### config.mk
export PLATFORM = sky130hd
export DESIGN_NAME = hlbt_top
export DESIGN_NICKNAME = d
export VERILOG_FILES = /design/src/include/hlbt_pkg.sv /design/src/rtl/hlbt_top.sv
export SDC_FILE = /design/constraint.sdc
export NUM_CORES = 1
export LEC_CHECK = 0
export BUFFER_PORTS_ARGS = -buffer_cell sky130_fd_sc_hd__buf_2
export CELL_PAD_IN_SITES_DETAIL_PLACEMENT = 2
export CELL_PAD_IN_SITES_GLOBAL_PLACEMENT = 2
export CORE_ASPECT_RATIO = 2
export CORE_MARGIN = 1.5
export CORE_UTILIZATION = 30
export CTS_CLUSTER_SIZE = 8
export DETAILED_ROUTE_END_ITERATION = 7
export PLACE_DENSITY = 0.7
export SLEW_MARGIN = 30
export SYNTH_ARGS = -nofsm -noshare
export SYNTH_HDL_FRONTEND = slang
export SYNTH_SLANG_ARGS = --single-unit
### constraint.sdc
create_clock -name ref_clk_i -period 3.4 [get_ports ref_clk_i]
set_input_delay 0.17 -clock ref_clk_i [delete_from_list [all_inputs] [get_ports ref_clk_i]]
set_output_delay 0.17 -clock ref_clk_i [all_outputs]
set_load 0.005 [all_outputs]
### src/include/hlbt_pkg.sv
/*
 * constants for the single-wire host link bit timing block: times in their own
 * units and the cycle counts derived from them at the 100 MHz reference clock.
 * assumes nothing of its surroundings.
 */
package hlbt_pkg;
	localparam int CLK_MHZ         = 100;       // reference clock rate
	localparam int BREAK_MIN_US    = 190;       // least host break low time
	localparam int HW1_MAX_US      = 50;        // longest host write-one pulse
	localparam int HW0_MIN_US      = 86;        // least host write-zero pulse
	localparam int SAMPLE_US       = 68;        // host bit sample point
	localparam int SLOT_NOM_US     = 205;       // nominal device bit slot
	localparam int DW1_US          = 41;        // device write-one low time
	localparam int DW0_US          = 112;       // device write-zero low time
	localparam int RESP_MIN_US     = 190;       // least response gap
	localparam int DW1_MIN_US      = 32;        // device write-one low, lower bound
	localparam int DW1_MAX_US      = 50;        // device write-one low, upper bound
	localparam int DW0_MIN_US      = 80;        // device write-zero low, lower bound
	localparam int DW0_MAX_US      = 145;       // device write-zero low, upper bound
	localparam int SLOT_MIN_US     = 190;       // device bit slot, lower bound
	localparam int SLOT_MAX_US     = 250;       // device bit slot, upper bound
	localparam int RST_MIN_MS      = 1900;      // bus reset window, lower bound
	localparam int SAMPLE_CYC      = SAMPLE_US * CLK_MHZ;
	localparam int BREAK_CYC       = BREAK_MIN_US * CLK_MHZ;
	localparam int SLOT_CYC        = SLOT_NOM_US * CLK_MHZ;
	localparam int DW1_CYC         = DW1_US * CLK_MHZ;
	localparam int DW0_CYC         = DW0_US * CLK_MHZ;
	localparam int RESP_CYC        = RESP_MIN_US * CLK_MHZ;
	localparam int RST_CYC         = RST_MIN_MS * 1000 * CLK_MHZ; // 190,000,000
	localparam int CNT_W           = 28;        // wide enough for the reset count
	localparam logic [7:0] BYTE_RESET = 8'h00;
endpackage

### src/rtl/hlbt_top.sv
/*
 * bit-level timing of the single-wire host link plus bus-stuck timeouts of the
 * two-wire and four-wire ports. assumes a pulled-up open-drain line outside,
 * inputs synchronous to ref_clk_i, and an upper layer that supplies reply bytes.
 */
// Function
// host breaks 190us low, recovers 40us
// host one pulse 0.5 to 50us
// host zero pulse 86 to 145us
// host bit slot at least 190us
// device slot 190 to 250us, nominal 205
// device one low 32 to 50us
// device zero low 80 to 145us
// response gap at least 190us
// host turnaround at least 210us
// long line low resets link logic
// two-wire clock stuck low resets port
// two-wire clock at most 400kHz
// four-wire clock period at least 500ns
// four-wire transfers spaced, device needs 50us
// select low, clock frozen resets port
// host bits sampled at fixed point
// bytes least significant bit first
`timescale 1ns/1ps
module hlbt_top #(
	parameter int CLK_MHZ  = hlbt_pkg::CLK_MHZ,
	parameter int RST_CYC  = hlbt_pkg::RST_CYC,
	parameter int RESP_CYC = hlbt_pkg::RESP_CYC,
	parameter int BREAK_CYC = hlbt_pkg::BREAK_CYC
) (
	input  wire logic       ref_clk_i,
	input  wire logic       reset_n_i,
	input  wire logic       single_wire_host_line_i,  // line level
	output logic            single_wire_host_line_o,  // always low when driven
	output logic            single_wire_host_line_oe_o,
	input  wire logic       tx_valid_i,               // reply byte ready
	input  wire logic [7:0] tx_byte_i,
	output logic            tx_taken_o,               // pulse: reply byte accepted
	output logic            rx_valid_o,               // pulse: host byte received
	output logic [7:0]      rx_byte_o,
	output logic            break_seen_o,             // pulse: break detected
	output logic            link_reset_o,             // pulse: single-wire reset
	input  wire logic       i2c_scl_i,
	output logic            i2c_reset_o,              // pulse: two-wire reset
	input  wire logic       spi_cs_n_i,
	input  wire logic       spi_sclk_i,
	output logic            spi_reset_o               // pulse: four-wire reset
);
	typedef enum {ST_IDLE, ST_LOW, ST_WAIT_RISE, ST_RESP, ST_TX_LOW, ST_TX_REST} hlbt_state_t;
	localparam int CW = hlbt_pkg::CNT_W;
	// bit timing in reference clock cycles
	localparam int SAMPLE_CYC   = hlbt_pkg::SAMPLE_US * CLK_MHZ;
	localparam int SLOT_CYC     = hlbt_pkg::SLOT_NOM_US * CLK_MHZ;
	localparam int DW1_CYC      = hlbt_pkg::DW1_US * CLK_MHZ;
	localparam int DW0_CYC      = hlbt_pkg::DW0_US * CLK_MHZ;
	localparam int DW1_MIN_CYC  = hlbt_pkg::DW1_MIN_US * CLK_MHZ;
	localparam int DW1_MAX_CYC  = hlbt_pkg::DW1_MAX_US * CLK_MHZ;
	localparam int DW0_MIN_CYC  = hlbt_pkg::DW0_MIN_US * CLK_MHZ;
	localparam int DW0_MAX_CYC  = hlbt_pkg::DW0_MAX_US * CLK_MHZ;
	localparam int SLOT_MIN_CYC = hlbt_pkg::SLOT_MIN_US * CLK_MHZ;
	localparam int SLOT_MAX_CYC = hlbt_pkg::SLOT_MAX_US * CLK_MHZ;

	hlbt_state_t     state_reg;
	logic [CW-1:0]   cnt_reg;
	logic [CW-1:0]   low_cnt_reg;
	logic [CW-1:0]   scl_cnt_reg;
	logic [CW-1:0]   spi_cnt_reg;
	logic            line_d_reg;
	logic            sclk_d_reg;
	logic [2:0]      bit_idx_reg;
	logic [7:0]      shift_reg;
	logic            fell;

	assign fell = line_d_reg && !single_wire_host_line_i;

	////////////////////////////////////////////////////////////////////////////
	// edge history of the line and serial clock
	always_ff @(posedge ref_clk_i)
	begin
		if (!reset_n_i)
		begin
			line_d_reg <= 1'b1;
			sclk_d_reg <= 1'b0;
		end
		else
		begin
			line_d_reg <= single_wire_host_line_i;
			sclk_d_reg <= spi_sclk_i;
		end
	end

	////////////////////////////////////////////////////////////////////////////
	// single-wire long-low timeout
	always_ff @(posedge ref_clk_i)
	begin
		if (!reset_n_i || single_wire_host_line_i)
			low_cnt_reg <= '0;
		else if (low_cnt_reg != CW'(RST_CYC))
			low_cnt_reg <= low_cnt_reg + 1'b1;
	end

	always_ff @(posedge ref_clk_i)
	begin
		if (!reset_n_i)
			link_reset_o <= 1'b0;
		else
			link_reset_o <= (low_cnt_reg == CW'(RST_CYC - 1));
	end

	////////////////////////////////////////////////////////////////////////////
	// two-wire clock stuck low timeout
	always_ff @(posedge ref_clk_i)
	begin
		if (!reset_n_i || i2c_scl_i)
			scl_cnt_reg <= '0;
		else if (scl_cnt_reg != CW'(RST_CYC))
			scl_cnt_reg <= scl_cnt_reg + 1'b1;
	end

	always_ff @(posedge ref_clk_i)
	begin
		if (!reset_n_i)
			i2c_reset_o <= 1'b0;
		else
			i2c_reset_o <= (scl_cnt_reg == CW'(RST_CYC - 1));
	end

	////////////////////////////////////////////////////////////////////////////
	// four-wire frozen clock under select timeout
	always_ff @(posedge ref_clk_i)
	begin
		if (!reset_n_i || spi_cs_n_i || (spi_sclk_i != sclk_d_reg))
			spi_cnt_reg <= '0;
		else if (spi_cnt_reg != CW'(RST_CYC))
			spi_cnt_reg <= spi_cnt_reg + 1'b1;
	end

	always_ff @(posedge ref_clk_i)
	begin
		if (!reset_n_i)
			spi_reset_o <= 1'b0;
		else
			spi_reset_o <= (spi_cnt_reg == CW'(RST_CYC - 1));
	end

	////////////////////////////////////////////////////////////////////////////
	// single-wire bit engine: receive, response gap, transmit
	always_ff @(posedge ref_clk_i)
	begin
		if (!reset_n_i || link_reset_o)
		begin
			state_reg                  <= ST_IDLE;
			cnt_reg                    <= '0;
			bit_idx_reg                <= 3'h0;
			shift_reg                  <= hlbt_pkg::BYTE_RESET;
			rx_valid_o                 <= 1'b0;
			rx_byte_o                  <= hlbt_pkg::BYTE_RESET;
			tx_taken_o                 <= 1'b0;
			break_seen_o               <= 1'b0;
			single_wire_host_line_o    <= 1'b0;
			single_wire_host_line_oe_o <= 1'b0;
		end
		else
		begin
			rx_valid_o   <= 1'b0;
			tx_taken_o   <= 1'b0;
			break_seen_o <= 1'b0;
			cnt_reg      <= cnt_reg + 1'b1;
			case (state_reg)
				ST_IDLE:
				begin
					if (fell)
					begin
						state_reg <= ST_LOW;
						cnt_reg   <= CW'(1);
					end
				end
				ST_LOW:
				begin
					// one fixed sample point splits short and long pulses
					if (cnt_reg == CW'(SAMPLE_CYC))
					begin
						shift_reg <= {single_wire_host_line_i, shift_reg[7:1]};
						bit_idx_reg <= bit_idx_reg + 1'b1;
						if (bit_idx_reg == 3'h7)
						begin
							rx_valid_o <= 1'b1;
							rx_byte_o  <= {single_wire_host_line_i, shift_reg[7:1]};
						end
					end
					// a short one pulse has risen already: stay until the sample is taken
					if (single_wire_host_line_i && cnt_reg > CW'(SAMPLE_CYC))
					begin
						if (cnt_reg >= CW'(BREAK_CYC))
						begin
							break_seen_o <= 1'b1;
							bit_idx_reg  <= 3'h0;
							state_reg    <= ST_IDLE;
						end
						else if (tx_valid_i && bit_idx_reg == 3'h0)
						begin
							state_reg <= ST_RESP;
							cnt_reg   <= '0;
						end
						else
							state_reg <= ST_IDLE;
					end
				end
				ST_RESP:
				begin
					if (fell)
					begin
						state_reg <= ST_LOW;
						cnt_reg   <= CW'(1);
					end
					else if (cnt_reg == CW'(RESP_CYC))
					begin
						shift_reg   <= tx_byte_i;
						tx_taken_o  <= 1'b1;
						bit_idx_reg <= 3'h0;
						state_reg   <= ST_TX_LOW;
						cnt_reg     <= '0;
						single_wire_host_line_oe_o <= 1'b1;
					end
				end
				ST_TX_LOW:
				begin
					// low time picks the bit value
					if (cnt_reg == (shift_reg[0] ? CW'(DW1_CYC)
						: CW'(DW0_CYC)) - 1'b1)
					begin
						single_wire_host_line_oe_o <= 1'b0;
						state_reg <= ST_TX_REST;
					end
				end
				ST_TX_REST:
				begin
					if (cnt_reg == CW'(SLOT_CYC - 1))
					begin
						shift_reg   <= {1'b0, shift_reg[7:1]};
						bit_idx_reg <= bit_idx_reg + 1'b1;
						cnt_reg     <= '0;
						if (bit_idx_reg == 3'h7)
							state_reg <= ST_IDLE;
						else
						begin
							state_reg <= ST_TX_LOW;
							single_wire_host_line_oe_o <= 1'b1;
						end
					end
				end
				default:
					state_reg <= ST_IDLE;
			endcase
		end
	end

	////////////////////////////////////////////////////////////////////////////
	// helper counters for the transmit timing checks
	logic [CW-1:0]   oe_run_reg;
	logic [CW-1:0]   slot_run_reg;

	// cycles the device has held the line low so far
	always_ff @(posedge ref_clk_i)
	begin
		if (!reset_n_i || !single_wire_host_line_oe_o)
			oe_run_reg <= '0;
		else if (oe_run_reg != '1)
			oe_run_reg <= oe_run_reg + 1'b1;
	end

	// cycles since the device last started a slot
	always_ff @(posedge ref_clk_i)
	begin
		if (!reset_n_i)
			slot_run_reg <= '0;
		else if (single_wire_host_line_oe_o && oe_run_reg == '0)
			slot_run_reg <= CW'(1);
		else if (slot_run_reg != '1)
			slot_run_reg <= slot_run_reg + 1'b1;
	end

	////////////////////////////////////////////////////////////////////////////
	// checks
	chk_one_low_time: assert property (@(posedge ref_clk_i) disable iff (!reset_n_i)
		$fell(single_wire_host_line_oe_o) && shift_reg[0] |->
		oe_run_reg >= CW'(DW1_MIN_CYC) && oe_run_reg <= CW'(DW1_MAX_CYC))
		else $error("one bit low time wrong");
	chk_zero_low_time: assert property (@(posedge ref_clk_i) disable iff (!reset_n_i)
		$fell(single_wire_host_line_oe_o) && !shift_reg[0] |->
		oe_run_reg >= CW'(DW0_MIN_CYC) && oe_run_reg <= CW'(DW0_MAX_CYC))
		else $error("zero bit low time wrong");
	chk_slot_len: assert property (@(posedge ref_clk_i) disable iff (!reset_n_i)
		single_wire_host_line_oe_o && oe_run_reg == '0 && bit_idx_reg != 3'h0 |->
		slot_run_reg >= CW'(SLOT_MIN_CYC) && slot_run_reg <= CW'(SLOT_MAX_CYC))
		else $error("device slot out of range");
	chk_link_rst: assert property (@(posedge ref_clk_i) disable iff (!reset_n_i)
		link_reset_o |-> $past(!single_wire_host_line_i))
		else $error("link reset without low line");
	chk_i2c_rst: assert property (@(posedge ref_clk_i) disable iff (!reset_n_i)
		i2c_reset_o |-> $past(!i2c_scl_i))
		else $error("two-wire reset without low clock");
	chk_spi_rst: assert property (@(posedge ref_clk_i) disable iff (!reset_n_i)
		spi_reset_o |-> $past(!spi_cs_n_i))
		else $error("four-wire reset without select");
	chk_resp_gap: assert property (@(posedge ref_clk_i) disable iff (!reset_n_i)
		tx_taken_o |-> $past(state_reg) == ST_RESP)
		else $error("reply without response gap");
	chk_no_drive_rx: assert property (@(posedge ref_clk_i) disable iff (!reset_n_i)
		state_reg == ST_LOW |-> !single_wire_host_line_oe_o)
		else $error("driving while receiving");
	chk_single_pulse: assert property (@(posedge ref_clk_i) disable iff (!reset_n_i) // receive strobe lasts one cycle
		rx_valid_o |=> !rx_valid_o)
		else $error("receive strobe too long");
	cov_rx_byte: cover property (@(posedge ref_clk_i) rx_valid_o);
	cov_tx_byte: cover property (@(posedge ref_clk_i) tx_taken_o);
	cov_break:   cover property (@(posedge ref_clk_i) break_seen_o);
endmodule // hlbt_top

==> Word-level counts from Yosys, hierarchy flattened <==
Index checks and enable logic that the tools add are counted.
{ "totals": {"reg_bits": 172, "inputBits": 15, "output_inout_bits": 16, "word_cells": 116} }
{ "op_classes": {"add_sub_neg": 6, "order_cmp": 2, "eq_ne": 25, "mux": 40, "n_bitwise": 4, "n_reduce_logical": 22} }
{ "op_table": {"columns": ["cell", "n"], "rows": [
  ["$mux 28", 7],
  ["$mux 32", 6],
  ["$pmux 32 s5", 1],
  ["$add 28x1->28 const B", 4],
  ["$pmux 28 s4", 1],
  ["$eq 28x28->1 const B", 3],
  ["$ne 28x28->1 const B", 3],
  ["$eq 32x3->1 const B", 2],
  ["$eq 28x15->1 const B", 2],
  ["$eq 32x1->1 const B", 1],
  ["$eq 32x2->1 const B", 1],
  ["$logic_not 32->1", 1],
  ["$mux 8", 4],
  ["$eq 28x13->1 const B", 1],
  ["$eq 28x28->1", 1],
  ["$ge 28x15->1 const B", 1],
  ["$gt 28x13->1 const B", 1],
  ["$pmux 8 s3", 1],
  ["$mux 3", 7],
  ["$ne 2x2->1 const B", 8],
  ["$sub 14x1->15 const B", 1],
  ["$mux 14", 1],
  ["$reduce_and 5->1", 2],
  ["$pmux 3 s3", 1],
  ["other kinds (17)", 38]
]} }

==> Depth between registers and ports, before layout <==
{ "depth": {"depth_word": 6, "ltp_mapped": 8, "depth_no_buf": 7} }

==> Worst setup path before layout <==
Ideal clock, no wire load.
{ "synth_timing": {"path_type": "reg2reg", "start": "register cnt_reg[5]", "end": "register cnt_reg[18]", "setup_ps": 115, "t_arrival_ps": 2230, "required_time_ps": 3285, "setup_slack_ps": 1055, "path_stages_with_launch": 9, "n_path_buf": 2, "synth_period_minus_slack_ps": 2345, "path_cell_list": "dfxtp_1 -> buf_6 -> a311o_1 -> a221o_1 -> a2111oi_4 -> nand2_2 -> o31ai_4 -> buf_6 -> nor2_1"} }
{ "synth_between": {"elab_chain_len": 5, "elab_cells_between_ends": 14, "cone_classes": "add/sub (1); order compare (2); eq/ne (2); mux (8); reduce/logical (1)"} }
{ "synth_lines": {"columns": ["element", "line_no", "source"], "rows": [
  ["from (decl)", "hlbt_top.sv:64", "logic [CW-1:0] cnt_reg;"],
  ["from (signal assigned)", "hlbt_top.sv:168", "cnt_reg <= cnt_reg + 1'b1;"],
  ["$add 28x1->28", "hlbt_top.sv:168", null],
  ["$mux 28", "hlbt_top.sv:200", "else if (tx_valid_i && bit_idx_reg == 3'h0)"],
  ["$mux 28", "hlbt_top.sv:194", "if (cnt_reg >= CW'(BREAK_CYC))"],
  ["$mux 28", "hlbt_top.sv:192", "if (single_wire_host_line_i && cnt_reg > CW'(SAMPLE_CYC))"],
  ["$pmux 28 s4 *", "hlbt_top.sv:169", "case (state_reg)"]
]} }
Mark *: on every way between the ends. The rest lies on a longest branch, timed or not.
A chain may end at the register's enable or synchronous reset.

==> Worst setup path in the final report <==
{ "layout_timing": {"start": "register cnt_reg[11]", "end": "register shift_reg[5]"} }
{ "layout_between": {"elab_chain_len": 3, "elab_cells_between_ends": 7, "cone_classes": "eq/ne (6); reduce/logical (1)"} }
{ "layout_lines": {"columns": ["element", "line_no", "source"], "rows": [
  ["$eq 28x13->1, or another cell as far along", "hlbt_top.sv:181", "if (cnt_reg == CW'(SAMPLE_CYC))"],
  ["$ne 2x2->1 (no source line)", null, null],
  ["$reduce_and 5->1 (no source line) *", null, null],
  ["to (signal assigned)", "hlbt_top.sv:183", "shift_reg <= {single_wire_host_line_i, shift_reg[7:1]};"],
  ["to (signal assigned)", "hlbt_top.sv:218", "shift_reg <= tx_byte_i;"],
  ["to (signal assigned)", "hlbt_top.sv:240", "shift_reg <= {1'b0, shift_reg[7:1]};"],
  ["to (decl)", "hlbt_top.sv:71", "logic [7:0] shift_reg;"]
]} }
Marks and branches as above.

==> parameters.txt <==
Parameter                              Value

Logic synthesis
  Net count after synthesis ... 851
  Yosys synthesis warning count ... 0
  Part of the Yosys area used for sequential elements ... 41.25%
  Mapped cell area ... 6939 sq um
  Number of distinct library cells after synthesis ... 63
  Synth Flop Type ... sky130_fd_sc_hd__dfxtp_1
  Fraction of synthesis flops using an asynchronous set or reset pin ... 0%
  Count of flip-flops with a built-in enable after synthesis ... 0
  Number of synthesized register bits ... 143
  Gate Count Post-Synth ... 825
  Avg Inst Size Synth ... 8.411 sq um

Timing
  Tightest Pin Transition ... 0.7244 ns
  Worst slew margin ... 51.26%
  Max Clock Skew ... 0.007875 ns
  Maximum achievable frequency ... 350.6 MHz
  Final Hold Slack ... 0.09915 ns
  Final period demand of the worst path ... 2.852 ns
  Final slew viol count ... 0
  Hold violation total from the final report ... 0
  Setup Viol. Count Final ... 0
  Setup repair after global routing missed its margin ... no
  Final TNS setup ... 0 ns
  Final critical-path share of the clock period ... 83.88%

Detailed routing
  Mean number of vias per cell ... 5.254
  Total via count after detailed routing ... 5979
  Number of DRC violations after detailed routing ... 0
  Antenna Violating Nets Remaining ... 0
  Detailed-route wire length per cell ... 17.34 um
  Total wirelength of the detailed-routed design ... 19730 um
  Drt initial violations ... 105
  DR pass1 iterations ... 4

Worst setup path
  Maximum fanout encountered on the critical timing path ... 16
  Depth of the most critical reg-to-reg path ... 6
  Kind of end point of the critical path ... flop
  Data required time at the worst endpoint ... 3.77 ns
  Crit path arrival time ... 3.22 ns
  Critical register-to-register path startpoint ... cnt_reg[11]
  Kind of start point of the critical path ... flop
  Endpoint of the worst register-to-register path ... shift_reg[5]
  Worst setup slack for register-to-register paths ... 0.55 ns
  Setup Crit Path Kind ... reg2reg

Clocking
  Post-cts resize count ... 0
  Number of clock buffers inserted by TritonCTS ... 17
  TritonCTS clock tree ... done
  Clock Pin Slew Worst Setup and Hold Paths ... 0.06 ns
  Maximum buffer depth of the clock tree ... 2
  CTS root buffer ... sky130_fd_sc_hd__clkbuf_16
  Clock latency of the later-clocked register in the worst-skew pair ... 0.44 ns
  Sink Count ... 143
  Number of H-tree branching levels ... 4

Min path
  Hold path endpoint ... break_seen_o
  Critical hold path startpoint ... single_wire_host_line_i
  Worst Hold Class ... in2reg
  Depth of the worst hold-timing path ... 3

Floorplan
  Width of the die ... 110.5 um
  Die outline area ... 24110 sq um
  Number of placement rows ... 78
  Count of pins on the block boundary ... 31
  Height of the chip ... 218.1 um
  Starting density of the core ... 30.52%
  Floorplan Core Area ... 22740 sq um

Layout
  Final core utilization ... 35.08%
  Antenna cell count ... 0
  Fraction of final layout cells with drive strength greater than 1 ... 9.790%
  Number of nets in the layout ... 871
  Syn-to-layout area delta ... 14.97%
  Number of fill cells in the layout ... 2616

Place
  Sum of net half-perimeters after detailed placement ... 14590 um
  Global placement routability congestion ... 0.8908
  PortBufs ... 29

Global routing
  Gr usage total ... 17.23%
  Via count of the first global-routing pass ... 6550
  First-pass GRT wire length ... 33090 um
  Maximum number of pins on one net before global-route repair ... 29
  Antenna violations before repair ... 0
  Residual overflow from global routing ... 0

Outcome
  Outcome ... completed

Power
  Worst ir drop on vdd ... 0.3097 mV
  Power Dens Cells ... 483.6 nW/um^2
  Static leakage ... 0.002687 uW

Run
  Number of max-capacitance violations reported ... 0
## Yosys cell counts (all sizes together) (5+ instances only)
| master | n | share of area, % |
|---|---|---|
| mux2i | 18 | 2.6 |
| o21ai | 25 | 1.8 |
| ha | 11 | 2.0 |
| and3 | 13 | 1.2 |
| clkbuf | 27 | 1.5 |
| nor2b | 7 | 0.63 |
| dfxtp | 143 | 41 |
| nor2 | 136 | 7.4 |
| and2 | 7 | 0.63 |
| nand2b | 8 | 0.72 |
| nor3 | 25 | 1.8 |
| a21oi | 26 | 1.9 |
| nand3b | 6 | 0.65 |
| nand3 | 44 | 3.2 |
| nor4b | 5 | 0.63 |
| and4 | 7 | 0.88 |
| nand4 | 35 | 3.2 |
| xor2 | 53 | 6.7 |
| xnor2 | 41 | 5.2 |
| nand2 | 58 | 3.2 |
| nor4bb | 7 | 1.0 |
| or3 | 20 | 1.8 |
| inv | 24 | 1.3 |
| buf | 11 | 1.0 |
| nor4 | 16 | 1.4 |
## critical path, stage by stage (launching register included)
cell and delay, ns:
sky130_fd_sc_hd__dfxtp_1 0.54, sky130_fd_sc_hd__nor4bb_1 0.59, sky130_fd_sc_hd__nand4_1 0.25, sky130_fd_sc_hd__o22ai_1 0.42, sky130_fd_sc_hd__a31oi_2 0.36, sky130_fd_sc_hd__or3_1 0.44
sky130_fd_sc_hd__a21oi_1 0.17
## area by class of cell
type / count / area [sq um] / share of cell area [%]
Clock buffer: 19 / 442.9 / 5.552
Sequential cell: 143 / 2863 / 35.88
Timing Repair Buffer: 39 / 222.7 / 2.792
Clock inverter: 13 / 187.7 / 2.353
Tap cell: 280 / 350.3 / 4.391
Multi-Input combinational cell: 620 / 3821 / 47.90
Inverter: 24 / 90.09 / 1.129
## cells by family after synthesis
kind of cell             after synthesis  share of synthesized area [%]
XOR/XNOR                              94                          11.86
buffers and inverters                 62                          3.804
other                                  1                        0.05404
AO/OA/AOI/OAI                         86                          8.331
flip-flops                           143                          41.26
multiplexers                          19                          2.759
AND/OR/NAND/NOR                      409                          29.95
adder cells (fa/ha/maj)               11                          1.983
## timing repair
item                                    CTS  global route
endpoints found under the setup margin    0             0
setup buffers                             0             0
hold buffers                              1             0
hold endpoints to repair                  1             0
## cells in the final DEF, fill, tap and decap left out, types with 11 or more instances in the layout
| master | instances |
|---|---|
| sky130_fd_sc_hd__nor4_1 | 16 |
| sky130_fd_sc_hd__xor2_1 | 53 |
| sky130_fd_sc_hd__buf_2 | 29 |
| sky130_fd_sc_hd__nand2_1 | 57 |
| sky130_fd_sc_hd__nor2_1 | 136 |
| sky130_fd_sc_hd__dfxtp_1 | 143 |
| sky130_fd_sc_hd__a21oi_1 | 26 |
| sky130_fd_sc_hd__ha_1 | 11 |
| sky130_fd_sc_hd__xnor2_1 | 41 |
| sky130_fd_sc_hd__o21ai_0 | 24 |
| sky130_fd_sc_hd__mux2i_1 | 18 |
| sky130_fd_sc_hd__inv_1 | 24 |
| sky130_fd_sc_hd__and3_1 | 13 |
| sky130_fd_sc_hd__or3_1 | 20 |
| sky130_fd_sc_hd__nand4_1 | 35 |
| sky130_fd_sc_hd__nor3_1 | 25 |
| sky130_fd_sc_hd__nand3_1 | 44 |
| sky130_fd_sc_hd__clkbuf_16 | 17 |
## report_power, final
group / internal [uW] / switching, uW
Clock: 1250 / 781
Combinational: 42.9 / 92.2
Sequential: 1680 / 9.79
## per-stage QoR
stage / cells / power, uW / instance area (sq um) / worst slack (ns)
after detailed placement: 1105 / 1871 / 7337 / 0.6118
after floorplan: 825 / 1822 / 6939 / 1.055
after global placement: 1105 / 1869 / 7328 / 0.5528
after global routing: 1138 / 4005 / 7978 / 0.1590
after CTS: 1138 / 3927 / 7978 / 0.6194
final: 1138 / 3858 / 7978 / 0.5481
## worst max path at each step
stage / startpoint / endpoint / slack, ns / depth (start not counted)
after global placement: cnt_reg[11] / shift_reg[7] / 0.55 / 6
after CTS: cnt_reg[11] / shift_reg[7] / 0.62 / 6
final: cnt_reg[11] / shift_reg[5] / 0.55 / 6
after detailed placement: cnt_reg[11] / shift_reg[7] / 0.61 / 6
after global routing: cnt_reg[11] / shift_reg[7] / 0.16 / 6
after floorplan: cnt_reg[5] / cnt_reg[18] / 1.06 / 8
## metal layers
layer / vias up / global-route usage [%] / wire [um]
li1: 2901 / - / -
met1: 2983 / 16.26 / 7332
met2: 64 / 34.88 / 11430
met3: 31 / 3.502 / 391
met4: 0 / 7.607 / 577
met5: - / 0 / 0
No activity file was read; power rests on OpenSTA's default activity.
